File: src/pkg/slms_pkg.sv
// ==========================================
// Register map and field layout
// ==========================================
package slms_pkg;
   localparam logic [7:0] ADDR_SLEEP_CONTROL    = 8'h01;
   localparam logic [7:0] ADDR_EDID_EDID_BRIDGE_CONTROL  = 8'h4F;
   localparam logic [7:0] ADDR_BRIDGE_CONFIG    = 8'h54;
   localparam logic [7:0] ADDR_LINK_MODE_CTL    = 8'h5B;
   localparam logic [7:0] ADDR_LINK_MODE_STATUS = 8'h5C;

   localparam int BIT_ID_SOURCE     = 0;  // edid_bridge_control
   localparam int BIT_AUTO_SLEEP    = 7;  // sleep_control
   localparam int BIT_AUX_AUDIO     = 1;  // bridge_configuration
   localparam int BIT_REMOTE_COPY   = 5;  // bridge_configuration
   localparam int BIT_EXT_CTRL      = 7;  // bridge_configuration
   localparam int BIT_AUTO_OFF      = 0;  // link_mode_control
   localparam int BIT_FORCE_LO      = 1;  // link_mode_control, 2 bits
   localparam int BIT_SEC_CTRL      = 3;  // link_mode_control
   localparam int BIT_CABLE_TYPE    = 7;  // link_mode_control

   localparam int STRAP_MSB = 2;
   localparam int STRAP_MID = 1;
   localparam int STRAP_LSB = 0;

   localparam logic [7:0] RESET_REG = 8'h00;

   // Forced mode codes in link_mode_control
   localparam logic [1:0] FORCE_SINGLE  = 2'h0;
   localparam logic [1:0] FORCE_FSINGLE = 2'h1;
   localparam logic [1:0] FORCE_DUAL    = 2'h2;
   localparam logic [1:0] FORCE_REPL    = 2'h3;

   // Pixel clock limits in MHz
   localparam logic [7:0] SINGLE_MAX_NEW_MHZ = 8'h60;  // 96
   localparam logic [7:0] SINGLE_MAX_OLD_MHZ = 8'h55;  // 85
   localparam logic [7:0] REPL_MAX_MHZ       = 8'h55;  // 85
   localparam logic [7:0] DUAL_MAX_MHZ       = 8'hAA;  // 170

   localparam int PIX_WIDTH  = 24;
   localparam int FIFO_DEPTH = 4;

   typedef enum logic [4:0] {
      SLMS_SINGLE  = 5'b0_0001,
      SLMS_FSINGLE = 5'b0_0010,
      SLMS_DUAL    = 5'b0_0100,
      SLMS_REPL    = 5'b0_1000,
      SLMS_SECONLY = 5'b1_0000
   } slms_mode_t;
endpackage

File: src/core/slms_top.sv
`timescale 1ns/1ns

// ==========================================
// Pixel FIFO
// ==========================================
module slms_fifo #(
   parameter int WIDTH = slms_pkg::PIX_WIDTH,
   parameter int DEPTH = slms_pkg::FIFO_DEPTH
) (
   input  wire logic             clk,      // Core clock
   input  wire logic             rst,      // Async reset
   input  wire logic [WIDTH-1:0] in_data,  // Write data
   input  wire logic             in_valid, // Write request
   output logic                  in_ready, // Not full
   output logic      [WIDTH-1:0] out_data, // Head word
   output logic                  out_valid,// Not empty
   input  wire logic             out_ready // Pop
);
   localparam int AW = $clog2(DEPTH);
   logic [WIDTH-1:0] mem [DEPTH];
   logic [AW-1:0]    wr_ptr;
   logic [AW-1:0]    rd_ptr;
   logic [AW:0]      count;
   logic             push;
   logic             pop;

   assign in_ready  = (count != AW'(0) + (AW+1)'(DEPTH)) ? 1'b1 : 1'b0;
   assign out_valid = (count != '0);
   assign push      = in_valid && in_ready;
   assign pop       = out_valid && out_ready;
   assign out_data  = mem[rd_ptr];

   always_ff @(posedge clk) begin
      if (push) begin
         mem[wr_ptr] <= in_data;
      end
   end

   always_ff @(posedge clk or posedge rst) begin
      if (rst) begin
         wr_ptr <= '0;
         rd_ptr <= '0;
         count  <= '0;
      end else begin
         if (push) begin
            wr_ptr <= (wr_ptr == AW'(DEPTH-1)) ? '0 : wr_ptr + AW'(1);
         end
         if (pop) begin
            rd_ptr <= (rd_ptr == AW'(DEPTH-1)) ? '0 : rd_ptr + AW'(1);
         end
         count <= count + (AW+1)'(push) - (AW+1)'(pop);
      end
   end
endmodule

// ==========================================
// Strap latch and link mode select
// ==========================================
module slms_top #(
   parameter logic [7:0] DUAL_MIN_MHZ = 8'h60  // Dual auto-select threshold
) (
   input  wire logic        MCLK,             // Core clock
   input  wire logic        RST,              // Async reset
   input  wire logic [2:0]  FIRST_STRAP,      // first_config_strap code
   input  wire logic [2:0]  SECOND_STRAP,     // second_config_strap code
   input  wire logic [7:0]  REG_ADDR,         // Register address
   input  wire logic [7:0]  REG_WDATA,        // Register write data
   input  wire logic        REG_WE,           // Register write strobe
   input  wire logic        REG_RE,           // Register read strobe
   output logic      [7:0]  REG_RDATA,        // Read data, next cycle
   input  wire logic        RX0_PRESENT,      // Receiver on primary link
   input  wire logic        RX1_PRESENT,      // Receiver on secondary link
   input  wire logic        RX0_DUAL_CAP,     // Primary receiver dual capable
   input  wire logic        RX0_NEW_GEN,      // Primary receiver new generation
   input  wire logic        RX0_SEC_CTRL_CAP, // Receiver takes control on link 1
   input  wire logic [7:0]  PIX_FREQ_MHZ,     // Measured pixel clock
   input  wire logic        REMOTE_ID_AVAIL,  // Remote display ID present
   output logic             REMOTE_ID_COPY,   // Copy request pulse
   output logic             ID_SOURCE_EXT,    // display_id_source_select
   output logic             AUTO_SLEEP,       // Auto sleep enable
   output logic             AUX_AUDIO,        // Aux audio enable
   output logic             EXT_CTRL,         // external_controller_override
   output logic             CABLE_CABLE_TYPE_SELECT,       // cable_type_select
   output logic             TX0_EN,           // Primary PHY enable
   output logic             TX1_EN,           // Secondary PHY enable
   output logic             BC1_EN,           // Secondary back channel enable
   output logic             SEC_CTRL_EN,      // Control traffic on link 1
   output logic             FREQ_OVER,        // Clock above mode limit, at or above it in old single
   input  wire logic [23:0] PIX_DATA,         // Incoming pixel
   input  wire logic        PIX_VALID,        // Pixel valid
   output logic             PIX_READY,        // FIFO accepts pixel
   output logic      [23:0] TX0_DATA,         // Primary link pixel
   output logic             TX0_VALID,        // Primary link valid
   input  wire logic        TX0_READY,        // Primary link ready
   output logic      [23:0] TX1_DATA,         // Secondary link pixel
   output logic             TX1_VALID,        // Secondary link valid
   input  wire logic        TX1_READY         // Secondary link ready
);
   import slms_pkg::*;

   logic [7:0]  sleep_control;
   logic [7:0]  edid_bridge_control;
   logic [7:0]  bridge_configuration;
   logic [7:0]  link_mode_control;
   logic        strap_done;
   logic        first_cap;
   slms_mode_t  mode;
   slms_mode_t  next_mode;
   logic        copy_done;
   logic [23:0] f_data;
   logic        f_valid;
   logic        f_pop;
   logic        pix_sel;
   logic        need0;
   logic        need1;
   logic        free0;
   logic        free1;

   // ==========================================
   // Power-up strap capture
   // ==========================================
   assign first_cap = !strap_done;

   always_ff @(posedge MCLK or posedge RST) begin
      if (RST) begin
         strap_done <= 1'b0;
      end else begin
         strap_done <= 1'b1;
      end
   end

   // Strap codes are already level minus one, so bits map directly
   // digitised codes
   always_ff @(posedge MCLK or posedge RST) begin
      if (RST) begin
         sleep_control <= RESET_REG;
      end else if (first_cap) begin
         sleep_control[BIT_AUTO_SLEEP] <= FIRST_STRAP[STRAP_MID];
      end else if (REG_WE && REG_ADDR == ADDR_SLEEP_CONTROL) begin
         sleep_control <= REG_WDATA;
      end
   end

   always_ff @(posedge MCLK or posedge RST) begin
      if (RST) begin
         edid_bridge_control <= RESET_REG;
      end else if (first_cap) begin
         edid_bridge_control[BIT_ID_SOURCE] <= FIRST_STRAP[STRAP_MSB];
      end else if (REG_WE && REG_ADDR == ADDR_EDID_EDID_BRIDGE_CONTROL) begin
         edid_bridge_control <= REG_WDATA;
      end
   end

   always_ff @(posedge MCLK or posedge RST) begin
      if (RST) begin
         bridge_configuration <= RESET_REG;
      end else if (first_cap) begin
         bridge_configuration[BIT_AUX_AUDIO]   <= FIRST_STRAP[STRAP_LSB];
         bridge_configuration[BIT_EXT_CTRL]    <= SECOND_STRAP[STRAP_MSB];
         bridge_configuration[BIT_REMOTE_COPY] <= SECOND_STRAP[STRAP_LSB];
      end else if (REG_WE && REG_ADDR == ADDR_BRIDGE_CONFIG) begin
         bridge_configuration <= REG_WDATA;
      end
   end

   always_ff @(posedge MCLK or posedge RST) begin
      if (RST) begin
         link_mode_control <= RESET_REG;
      end else if (first_cap) begin
         link_mode_control[BIT_CABLE_TYPE] <= SECOND_STRAP[STRAP_MID];
      end else if (REG_WE && REG_ADDR == ADDR_LINK_MODE_CTL) begin
         link_mode_control <= REG_WDATA;
      end
   end

   // ==========================================
   // Register readback
   // ==========================================
   always_ff @(posedge MCLK or posedge RST) begin
      if (RST) begin
         REG_RDATA <= 8'h00;
      end else if (REG_RE) begin
         unique case (REG_ADDR)
            ADDR_SLEEP_CONTROL:    REG_RDATA <= sleep_control;
            ADDR_EDID_EDID_BRIDGE_CONTROL:  REG_RDATA <= edid_bridge_control;
            ADDR_BRIDGE_CONFIG:    REG_RDATA <= bridge_configuration;
            ADDR_LINK_MODE_CTL:    REG_RDATA <= link_mode_control;
            ADDR_LINK_MODE_STATUS: REG_RDATA <= {FREQ_OVER, SEC_CTRL_EN, BC1_EN,
                                                 TX1_EN, TX0_EN, 1'b0,
                                                 mode == SLMS_SECONLY, 1'b0};
            default:               REG_RDATA <= 8'h00;
         endcase
      end
   end

   // ==========================================
   // Configuration outputs
   // ==========================================
   // cable selection
   assign CABLE_CABLE_TYPE_SELECT    = link_mode_control[BIT_CABLE_TYPE];
   assign ID_SOURCE_EXT = edid_bridge_control[BIT_ID_SOURCE];
   assign AUTO_SLEEP    = sleep_control[BIT_AUTO_SLEEP];
   assign AUX_AUDIO     = bridge_configuration[BIT_AUX_AUDIO];
   assign EXT_CTRL      = bridge_configuration[BIT_EXT_CTRL];

   // One request per availability; clearing the bit cancels
   // remote copy
   always_ff @(posedge MCLK or posedge RST) begin
      if (RST) begin
         REMOTE_ID_COPY <= 1'b0;
         copy_done      <= 1'b0;
      end else begin
         REMOTE_ID_COPY <= bridge_configuration[BIT_REMOTE_COPY] && REMOTE_ID_AVAIL
                           && !copy_done && strap_done;
         if (!REMOTE_ID_AVAIL || !bridge_configuration[BIT_REMOTE_COPY]) begin
            copy_done <= 1'b0;
         end else if (strap_done) begin
            copy_done <= 1'b1;
         end
      end
   end

   // ==========================================
   // Link mode resolution
   // ==========================================
   always_comb begin
      next_mode = SLMS_SINGLE;
      if (link_mode_control[BIT_AUTO_OFF]) begin
         unique case (link_mode_control[BIT_FORCE_LO +: 2])
            FORCE_FSINGLE: next_mode = SLMS_FSINGLE;
            FORCE_DUAL:    next_mode = SLMS_DUAL;
            FORCE_REPL:    next_mode = SLMS_REPL;
            default:       next_mode = SLMS_SINGLE;
         endcase
      end else if (RX0_PRESENT && RX0_DUAL_CAP && PIX_FREQ_MHZ >= DUAL_MIN_MHZ) begin
         next_mode = SLMS_DUAL;
      end else if (RX0_PRESENT && RX1_PRESENT) begin
         next_mode = SLMS_REPL;
      end else if (!RX0_PRESENT && RX1_PRESENT) begin
         next_mode = SLMS_SECONLY;
      end
   end

   always_ff @(posedge MCLK or posedge RST) begin
      if (RST) begin
         mode <= SLMS_SINGLE;
      end else begin
         mode <= next_mode;
      end
   end

   always_ff @(posedge MCLK or posedge RST) begin
      if (RST) begin
         TX0_EN      <= 1'b0;
         TX1_EN      <= 1'b0;
         BC1_EN      <= 1'b0;
         SEC_CTRL_EN <= 1'b0;
      end else begin
         TX0_EN      <= mode != SLMS_SECONLY;
         SEC_CTRL_EN <= (mode == SLMS_SINGLE || mode == SLMS_DUAL)
                        && RX0_SEC_CTRL_CAP && link_mode_control[BIT_SEC_CTRL];
         TX1_EN      <= (mode == SLMS_DUAL || mode == SLMS_REPL || mode == SLMS_SECONLY
                        || (mode == SLMS_SINGLE && RX0_SEC_CTRL_CAP
                            && link_mode_control[BIT_SEC_CTRL]));
         BC1_EN      <= mode != SLMS_FSINGLE && mode != SLMS_SECONLY
                        ? (mode != SLMS_SINGLE || RX0_SEC_CTRL_CAP) : mode == SLMS_SECONLY;
      end
   end

   always_ff @(posedge MCLK or posedge RST) begin
      if (RST) begin
         FREQ_OVER <= 1'b0;
      end else begin
         unique case (mode)
            SLMS_DUAL: FREQ_OVER <= PIX_FREQ_MHZ > DUAL_MAX_MHZ;
            SLMS_REPL: FREQ_OVER <= PIX_FREQ_MHZ > REPL_MAX_MHZ;
            default:   FREQ_OVER <= RX0_NEW_GEN ? PIX_FREQ_MHZ > SINGLE_MAX_NEW_MHZ
                                                : PIX_FREQ_MHZ >= SINGLE_MAX_OLD_MHZ;
         endcase
      end
   end

   // ==========================================
   // Pixel path
   // ==========================================
   slms_fifo #(.WIDTH(PIX_WIDTH), .DEPTH(FIFO_DEPTH)) u_fifo (
      .clk      (MCLK),
      .rst      (RST),
      .in_data  (PIX_DATA),
      .in_valid (PIX_VALID),
      .in_ready (PIX_READY),
      .out_data (f_data),
      .out_valid(f_valid),
      .out_ready(f_pop)
   );

   // Replicate waits for both links, so the slower one paces the stream
   assign need0 = (mode == SLMS_SINGLE || mode == SLMS_FSINGLE || mode == SLMS_REPL)
                  || (mode == SLMS_DUAL && !pix_sel);
   assign need1 = mode == SLMS_SECONLY || mode == SLMS_REPL || (mode == SLMS_DUAL && pix_sel);
   assign free0 = !TX0_VALID || TX0_READY;
   assign free1 = !TX1_VALID || TX1_READY;
   assign f_pop = f_valid && (need0 || need1) && (!need0 || free0) && (!need1 || free1);

   always_ff @(posedge MCLK or posedge RST) begin
      if (RST) begin
         pix_sel <= 1'b0;
      end else if (mode != SLMS_DUAL) begin
         pix_sel <= 1'b0;
      end else if (f_pop) begin
         pix_sel <= !pix_sel;
      end
   end

   always_ff @(posedge MCLK or posedge RST) begin
      if (RST) begin
         TX0_VALID <= 1'b0;
         TX0_DATA  <= 24'h00_0000;
      end else if (f_pop && need0) begin
         TX0_VALID <= 1'b1;
         TX0_DATA  <= f_data;
      end else if (TX0_READY) begin
         TX0_VALID <= 1'b0;
      end
   end

   always_ff @(posedge MCLK or posedge RST) begin
      if (RST) begin
         TX1_VALID <= 1'b0;
         TX1_DATA  <= 24'h00_0000;
      end else if (f_pop && need1) begin
         TX1_VALID <= 1'b1;
         TX1_DATA  <= f_data;
      end else if (TX1_READY) begin
         TX1_VALID <= 1'b0;
      end
   end
endmodule

File: config.mk
export PLATFORM = sky130hd
export DESIGN_NAME = slms_top
export DESIGN_NICKNAME = d
export VERILOG_FILES = /design/src/pkg/slms_pkg.sv /design/src/core/slms_top.sv
export SDC_FILE = /design/constraint.sdc
export NUM_CORES = 1
export LEC_CHECK = 0
export BUFFER_PORTS_ARGS = -buffer_cell sky130_fd_sc_hd__buf_2
export CAP_MARGIN = 25
export CORE_MARGIN = 2
export CORE_UTILIZATION = 35
export CTS_CLUSTER_SIZE = 40
export DETAILED_ROUTE_END_ITERATION = 16
export GPL_ROUTABILITY_DRIVEN = 1
export PLACE_DENSITY_LB_ADDON = 0.12
export RECOVER_POWER = 50
export SYNTH_ARGS = -nofsm -noshare
export SYNTH_HDL_FRONTEND = slang
export SYNTH_SLANG_ARGS = --single-unit
export TNS_END_PERCENT = 30
File: constraint.sdc
create_clock -name MCLK -period 5 [get_ports MCLK]
set_input_delay 1.5 -clock MCLK [delete_from_list [all_inputs] [get_ports MCLK]]
set_output_delay 1.5 -clock MCLK [all_outputs]
set_load 0.02 [all_outputs]
Yosys cells after proc, flatten, opt, wreduce, memory -nomap -nowiden --
Memory sizes are Yosys's and may differ from the RTL's. Index checks and enable logic that the tools add are counted.
Word-level totals: register bits 111, memory bits (writable) 96, output and inout bits 70, memories 1
Operators by class: $add $sub $neg 4, $lt $le $gt $ge 5, equal/unequal tests 24, multiplexer cells 32, reductions and logical operators 59
Memory list:
- u_fifo.mem | depth 4, width 24, rd ports 1, clocked after memory_dff 0, wr ports 1, RTL line slms_top.sv:20 | logic [WIDTH-1:0] mem [DEPTH];
Operators with widths (number):
- $pmux W8 S5 | 1
- $eq A8 B7 Y1 const B | 4
- $logic_and A1 B1 Y1 | 25
- $mux W8 | 3
- $mux W1 | 20
- $mux W5 | 4
- $ge A8 B7 Y1 const B | 2
- $gt A8 B7 Y1 const B | 2
- $logic_or A1 B1 Y1 | 16
- $pmux W4 S3 | 1
- $logic_not A1 Y1 | 9
- $eq A2 B2 Y1 const B | 4
- $eq A8 B1 Y1 const B | 1
- $gt A8 B8 Y1 const B | 1
- $ne A2 B1 Y1 const B | 4
- $reduce_and A2 Y1 | 4
- $reduce_bool A2 Y1 | 4
- $eq A5 B1 Y1 const B | 1
- $eq A5 B2 Y1 const B | 1
- $eq A5 B3 Y1 const B | 1
- $eq A5 B4 Y1 const B | 1
- $eq A5 B5 Y1 const B | 1
- $ne A5 B1 Y1 const B | 1
- $ne A5 B2 Y1 const B | 1
- 10 further kinds | 12

Logic depth before layout (Yosys ltp) --
depth after elaboration 10, depth in mapped cells 12

Cells and area by module --
A second synthesis with hierarchy kept.
Unflattened totals: cells, all modules 528, area total of the unflattened synthesis 8722.1 µm²
Modules (own cells, without submodules):
- slms_top | times used 1, cells each 363, area an instance 4813.4 µm²
- slms_fifo | times used 1, cells each 165, area an instance 3908.7 µm²

Least setup slack after synthesis --
No wires, ideal clock.
path type input -> register, from in TX1_READY, to reg u_fifo.count[2], setup time 123 ps, arrival 3244 ps, data required time 4877 ps, slack 1632 ps, stages 10, path buffers 0, cell sequence nand2b_1 > o41ai_4 > or3_4 > inv_1 > ha_1 > inv_1 > ha_1 > fa_1 > xnor2_1 > xnor2_1
On the way: word-level cells in the longest chain between the ends 5
Ends and longest elaborated chain:
- start: declaration | RTL line slms_top.sv:97 | input wire logic TX1_READY
- $logic_or A1 B1 Y1 | RTL line slms_top.sv:302 | assign free1 = !TX1_VALID || TX1_READY;
- $logic_or A1 B1 Y1 | RTL line slms_top.sv:303 | assign f_pop = f_valid && (need0 || need1) && (!need0 || free0) && (!need1 || free1);
- $logic_and A1 B1 Y1 | RTL line slms_top.sv:303
- $logic_and A1 B1 Y1 | RTL line slms_top.sv:30 | assign pop = out_valid && out_ready;
- net u_fifo.pop | RTL line slms_top.sv:25 | logic pop;
- $sub A3 B1 Y3 | RTL line slms_top.sv:51 | count <= count + (AW+1)'(push) - (AW+1)'(pop);
- end signal: assignment | RTL line slms_top.sv:51
- end: declaration | RTL line slms_top.sv:23 | logic [AW:0] count;
The timed path passes the listed nets, and every way through them passes these cells. A chain may end at the register's enable or synchronous reset.

==> impl_metrics.ini <==
[floorplan]
die-area_um2 = 25600
rows = 57
start_util_pct = 35.4
fp.dieH_um = 160
die_w_um = 160
num_io_pins = 137
core_um2 = 24100

[global_route]
grt_overflow_total = 0
grt_pass1_wl_mm = 30.1
antenna_found_initial = 1
track_usage_pct = 15.0
grt_pass1_vias = 5412
grt_max_degree = 66

[drt]
route.antenna.remaining_nets = 0
totalWireLength_mm = 19.0
wl_per_cell_um = 18.7
num_vias = 5007
drc = 0
firstDrtPassIters = 4
drt-initial-drc-count = 249
avgViaCountPerCell = 4.94

[setup_path]
worstSetupPathType = primary input to asynchronous set/reset pin
crit_chain = buf_2 -> clkinvlp_2
cp-end-kind = asynchronous set/reset pin
worst_path_largest_cell_delay_ns = 1.61
cp_data_required_time_ns = 4.99
slowest_stage = clkinvlp_2
crit_buf_inv = 2
cp.arrival_ns = 3.27
start_kind = primary input
path_max_fanout = 65
crit_family = buffers and inverters

[synth]
avgSynthCellArea_um2 = 16.1
ys_warn_count = 0
synth-main-ff-cell = dfrtp_1
synth_area_um2 = 8530
synth_cell_types = 63
yosys_register_bits = 207
syn_inst = 529
async_flop_share_pct = 53.6
syn-num-nets = 604
ys_seq_area_share_pct = 66.4
synth_edf_count = 96

[finish]
nNetsFinal = 748
drive_gt1_share_pct = 32.9
syn_to_final_growth_pct = 20.4
fillCellCount = 2300
antenna_cells = 0

[sta]
finalMaxSlewViolations = 116
finalHoldViolCount = 0
finalCriticalPeriod_ns = 3.28
worst_slew_pin_slew_ns = 2.89
min_period_over_period_pct = 65.5
rsz0062_at_grt = no
relSlewSlack_pct = -93.6
fmax_mhz = 305
finalSetupViolations = 0
fin_setup_tns_ns = 0
fin_skew_ns = 0.0122
worst_slack_ns = 1.72

[outcome]
violations = max-capacitance violations, max-slew violations
outcome = finished, violations left

[run]
cap_violations = 4

[clock_network]
cts_buffer_depth = 3
clkTransAtPathRegs_ns = 0.06
numCtsBuffers = 24
root_buffer = clkbuf_16
postCtsSetupRepairBufs = 0
hold_buffers = 0
post_cts_resized = 0
h-tree-depth = 1
cts_tree = yes
insertion_delay_ns = 0.51
cts.sinks = 207

[placed_design]
portBuffers = 136
hpwl_mm = 12.8
pre_cts_ws_ns = 1.36
gp_congestion = 0.843

[worst_hold_path]
hp-class = register to register

[pwr]
peakVddDrop_v = 0.000316
totalPowerFinal_w = 0.00562
p_leak_nw = 4.17
p_per_area_nw_per_um2 = 548
-- state kept, by name, indices dropped and copies added, names as in the netlist --
signal	flops
TX0_VALID	1
sleep_control	8
REMOTE_ID_COPY	1
pix_sel	1
TX0_DATA	24
BC1_EN	1
TX1_EN	1
link_mode_control	8
mode	5
u_fifo.rd_ptr	2
TX1_DATA	24
u_fifo.mem	96
strap_done	1
copy_done	1
FREQ_OVER	1
edid_bridge_control	8
TX0_EN	1
u_fifo.count	3
SEC_CTRL_EN	1
REG_RDATA	8
bridge_configuration	8
TX1_VALID	1
u_fifo.wr_ptr	2
-- worst paths after layout --
check                                 startpoint                           end  slack (ns)  depth (start not counted)
max in group MCLK                      TX0_READY     u_fifo.count[2]$_DFF_PP0_        1.72                         11
min in group asynchronous                    RST       TX1_DATA[0]$_DFFE_PP0P_        1.81                          2
max reg2reg                    mode[2]$_DFF_PP0_     u_fifo.count[2]$_DFF_PP0_        1.82                         11
min                        copy_done$_DFFE_PP0P_      REMOTE_ID_COPY$_DFF_PP0_        0.43                          1
min reg2reg                copy_done$_DFFE_PP0P_      REMOTE_ID_COPY$_DFF_PP0_        0.43                          1
max                                          RST  u_fifo.rd_ptr[0]$_DFFE_PP0P_        1.72                          2
-- stage by stage --
stage | hold slack (ns) | instance area, um2 | cells | utilization [%]
global route | 0.467 | 10300 | 1014 | 42.6
floorplan | 0.408 | 8530 | 529 | -
finish | 0.431 | 10300 | 1014 | 42.6
global placement | 0.413 | 9540 | 970 | 39.6
detailed placement | 0.431 | 9540 | 970 | 39.6
CTS | 0.437 | 10300 | 1013 | 42.8
-- cells by family after synthesis --
logic type / count (synthesis) / synth area share [%]
other cells: 1 / 0.0440
mux: 111 / 17.7
fa+ha+maj: 8 / 1.26
xor+xnor: 5 / 0.514
compound gates: 59 / 4.92
simple gates: 101 / 7.03
buf+inv: 37 / 2.08
flops: 207 / 66.4
-- layout make-up --
cell class | instances | area [um2] | area share (%)
sequential | 207 | 5660 | 55.2
timing repair buffer | 145 | 711 | 6.92
inverter | 10 | 38.8 | 0.378
clock buffer | 29 | 661 | 6.44
clock inverter | 14 | 114 | 1.11
tap | 324 | 405 | 3.95
multi-input combinational | 285 | 2670 | 26.0
-- synthesized netlist by cell type (4+ instances only) --
cell | n | area [um2]
dfrtp_1 | 110 | 2750
edfxtp_1 | 96 | 2880
mux2_1 | 41 | 462
mux2_2 | 40 | 450
nor2_1 | 26 | 97.6
mux4_2 | 24 | 541
nand2_1 | 17 | 63.8
a21oi_1 | 14 | 70.1
clkbuf_1 | 13 | 48.8
a22oi_1 | 10 | 75.1
and3_1 | 10 | 62.6
inv_1 | 10 | 37.5
nand3_1 | 9 | 45.0
o21ai_0 | 9 | 45.0
buf_2 | 7 | 35.0
ha_1 | 7 | 87.6
a31oi_1 | 6 | 37.5
mux2i_1 | 6 | 60.1
nor3_1 | 5 | 25.0
buf_4 | 4 | 30.0
nand2b_1 | 4 | 25.0
-- report_power, final --
part           leakage [nW]  switching, W  internal, W
Combinational          1.54      0.000905     0.000648
Sequential             2.25      0.000176      0.00222
Clock                 0.384      0.000680     0.000996
-- worst register-to-register path, delay by kind of cell, from the launching register on --
kind                       cells  cell delay, ns
and+or+nand+nor                3            0.97
adders and majority gates      3            0.83
DFF                            1            0.52
AOI/OAI and AO/OA              1            0.35
xor gates and xnor gates       2            0.34
buffers and inverters          2            0.08
-- layer usage --
layer / routed length [um] / global-route usage (%)
met1: 8100 / 18.9
met2: 9420 / 26.1
met3: 1110 / 3.40
met4: 372 / 3.81
met5: 13 / 0
-- cells in the final DEF, fill, tap and decap left out, types with 5 or more instances in the layout --
cell	Yosys	layout
a21oi_1	14	15
a22oi_1	10	10
a31oi_1	6	6
and3_1	10	10
buf_2	7	108
clkbuf_1	13	34
clkbuf_16	0	25
clkinv_1	0	5
dfrtp_1	110	109
edfxtp_1	96	96
ha_1	7	7
inv_1	10	9
mux2_1	41	41
mux2_2	40	40
mux2i_1	6	6
mux4_2	24	24
nand2_1	17	17
nand3_1	9	9
nor2_1	26	26
nor3_1	5	5
o21ai_0	9	9
No activity file was read; power rests on OpenSTA's default activity.
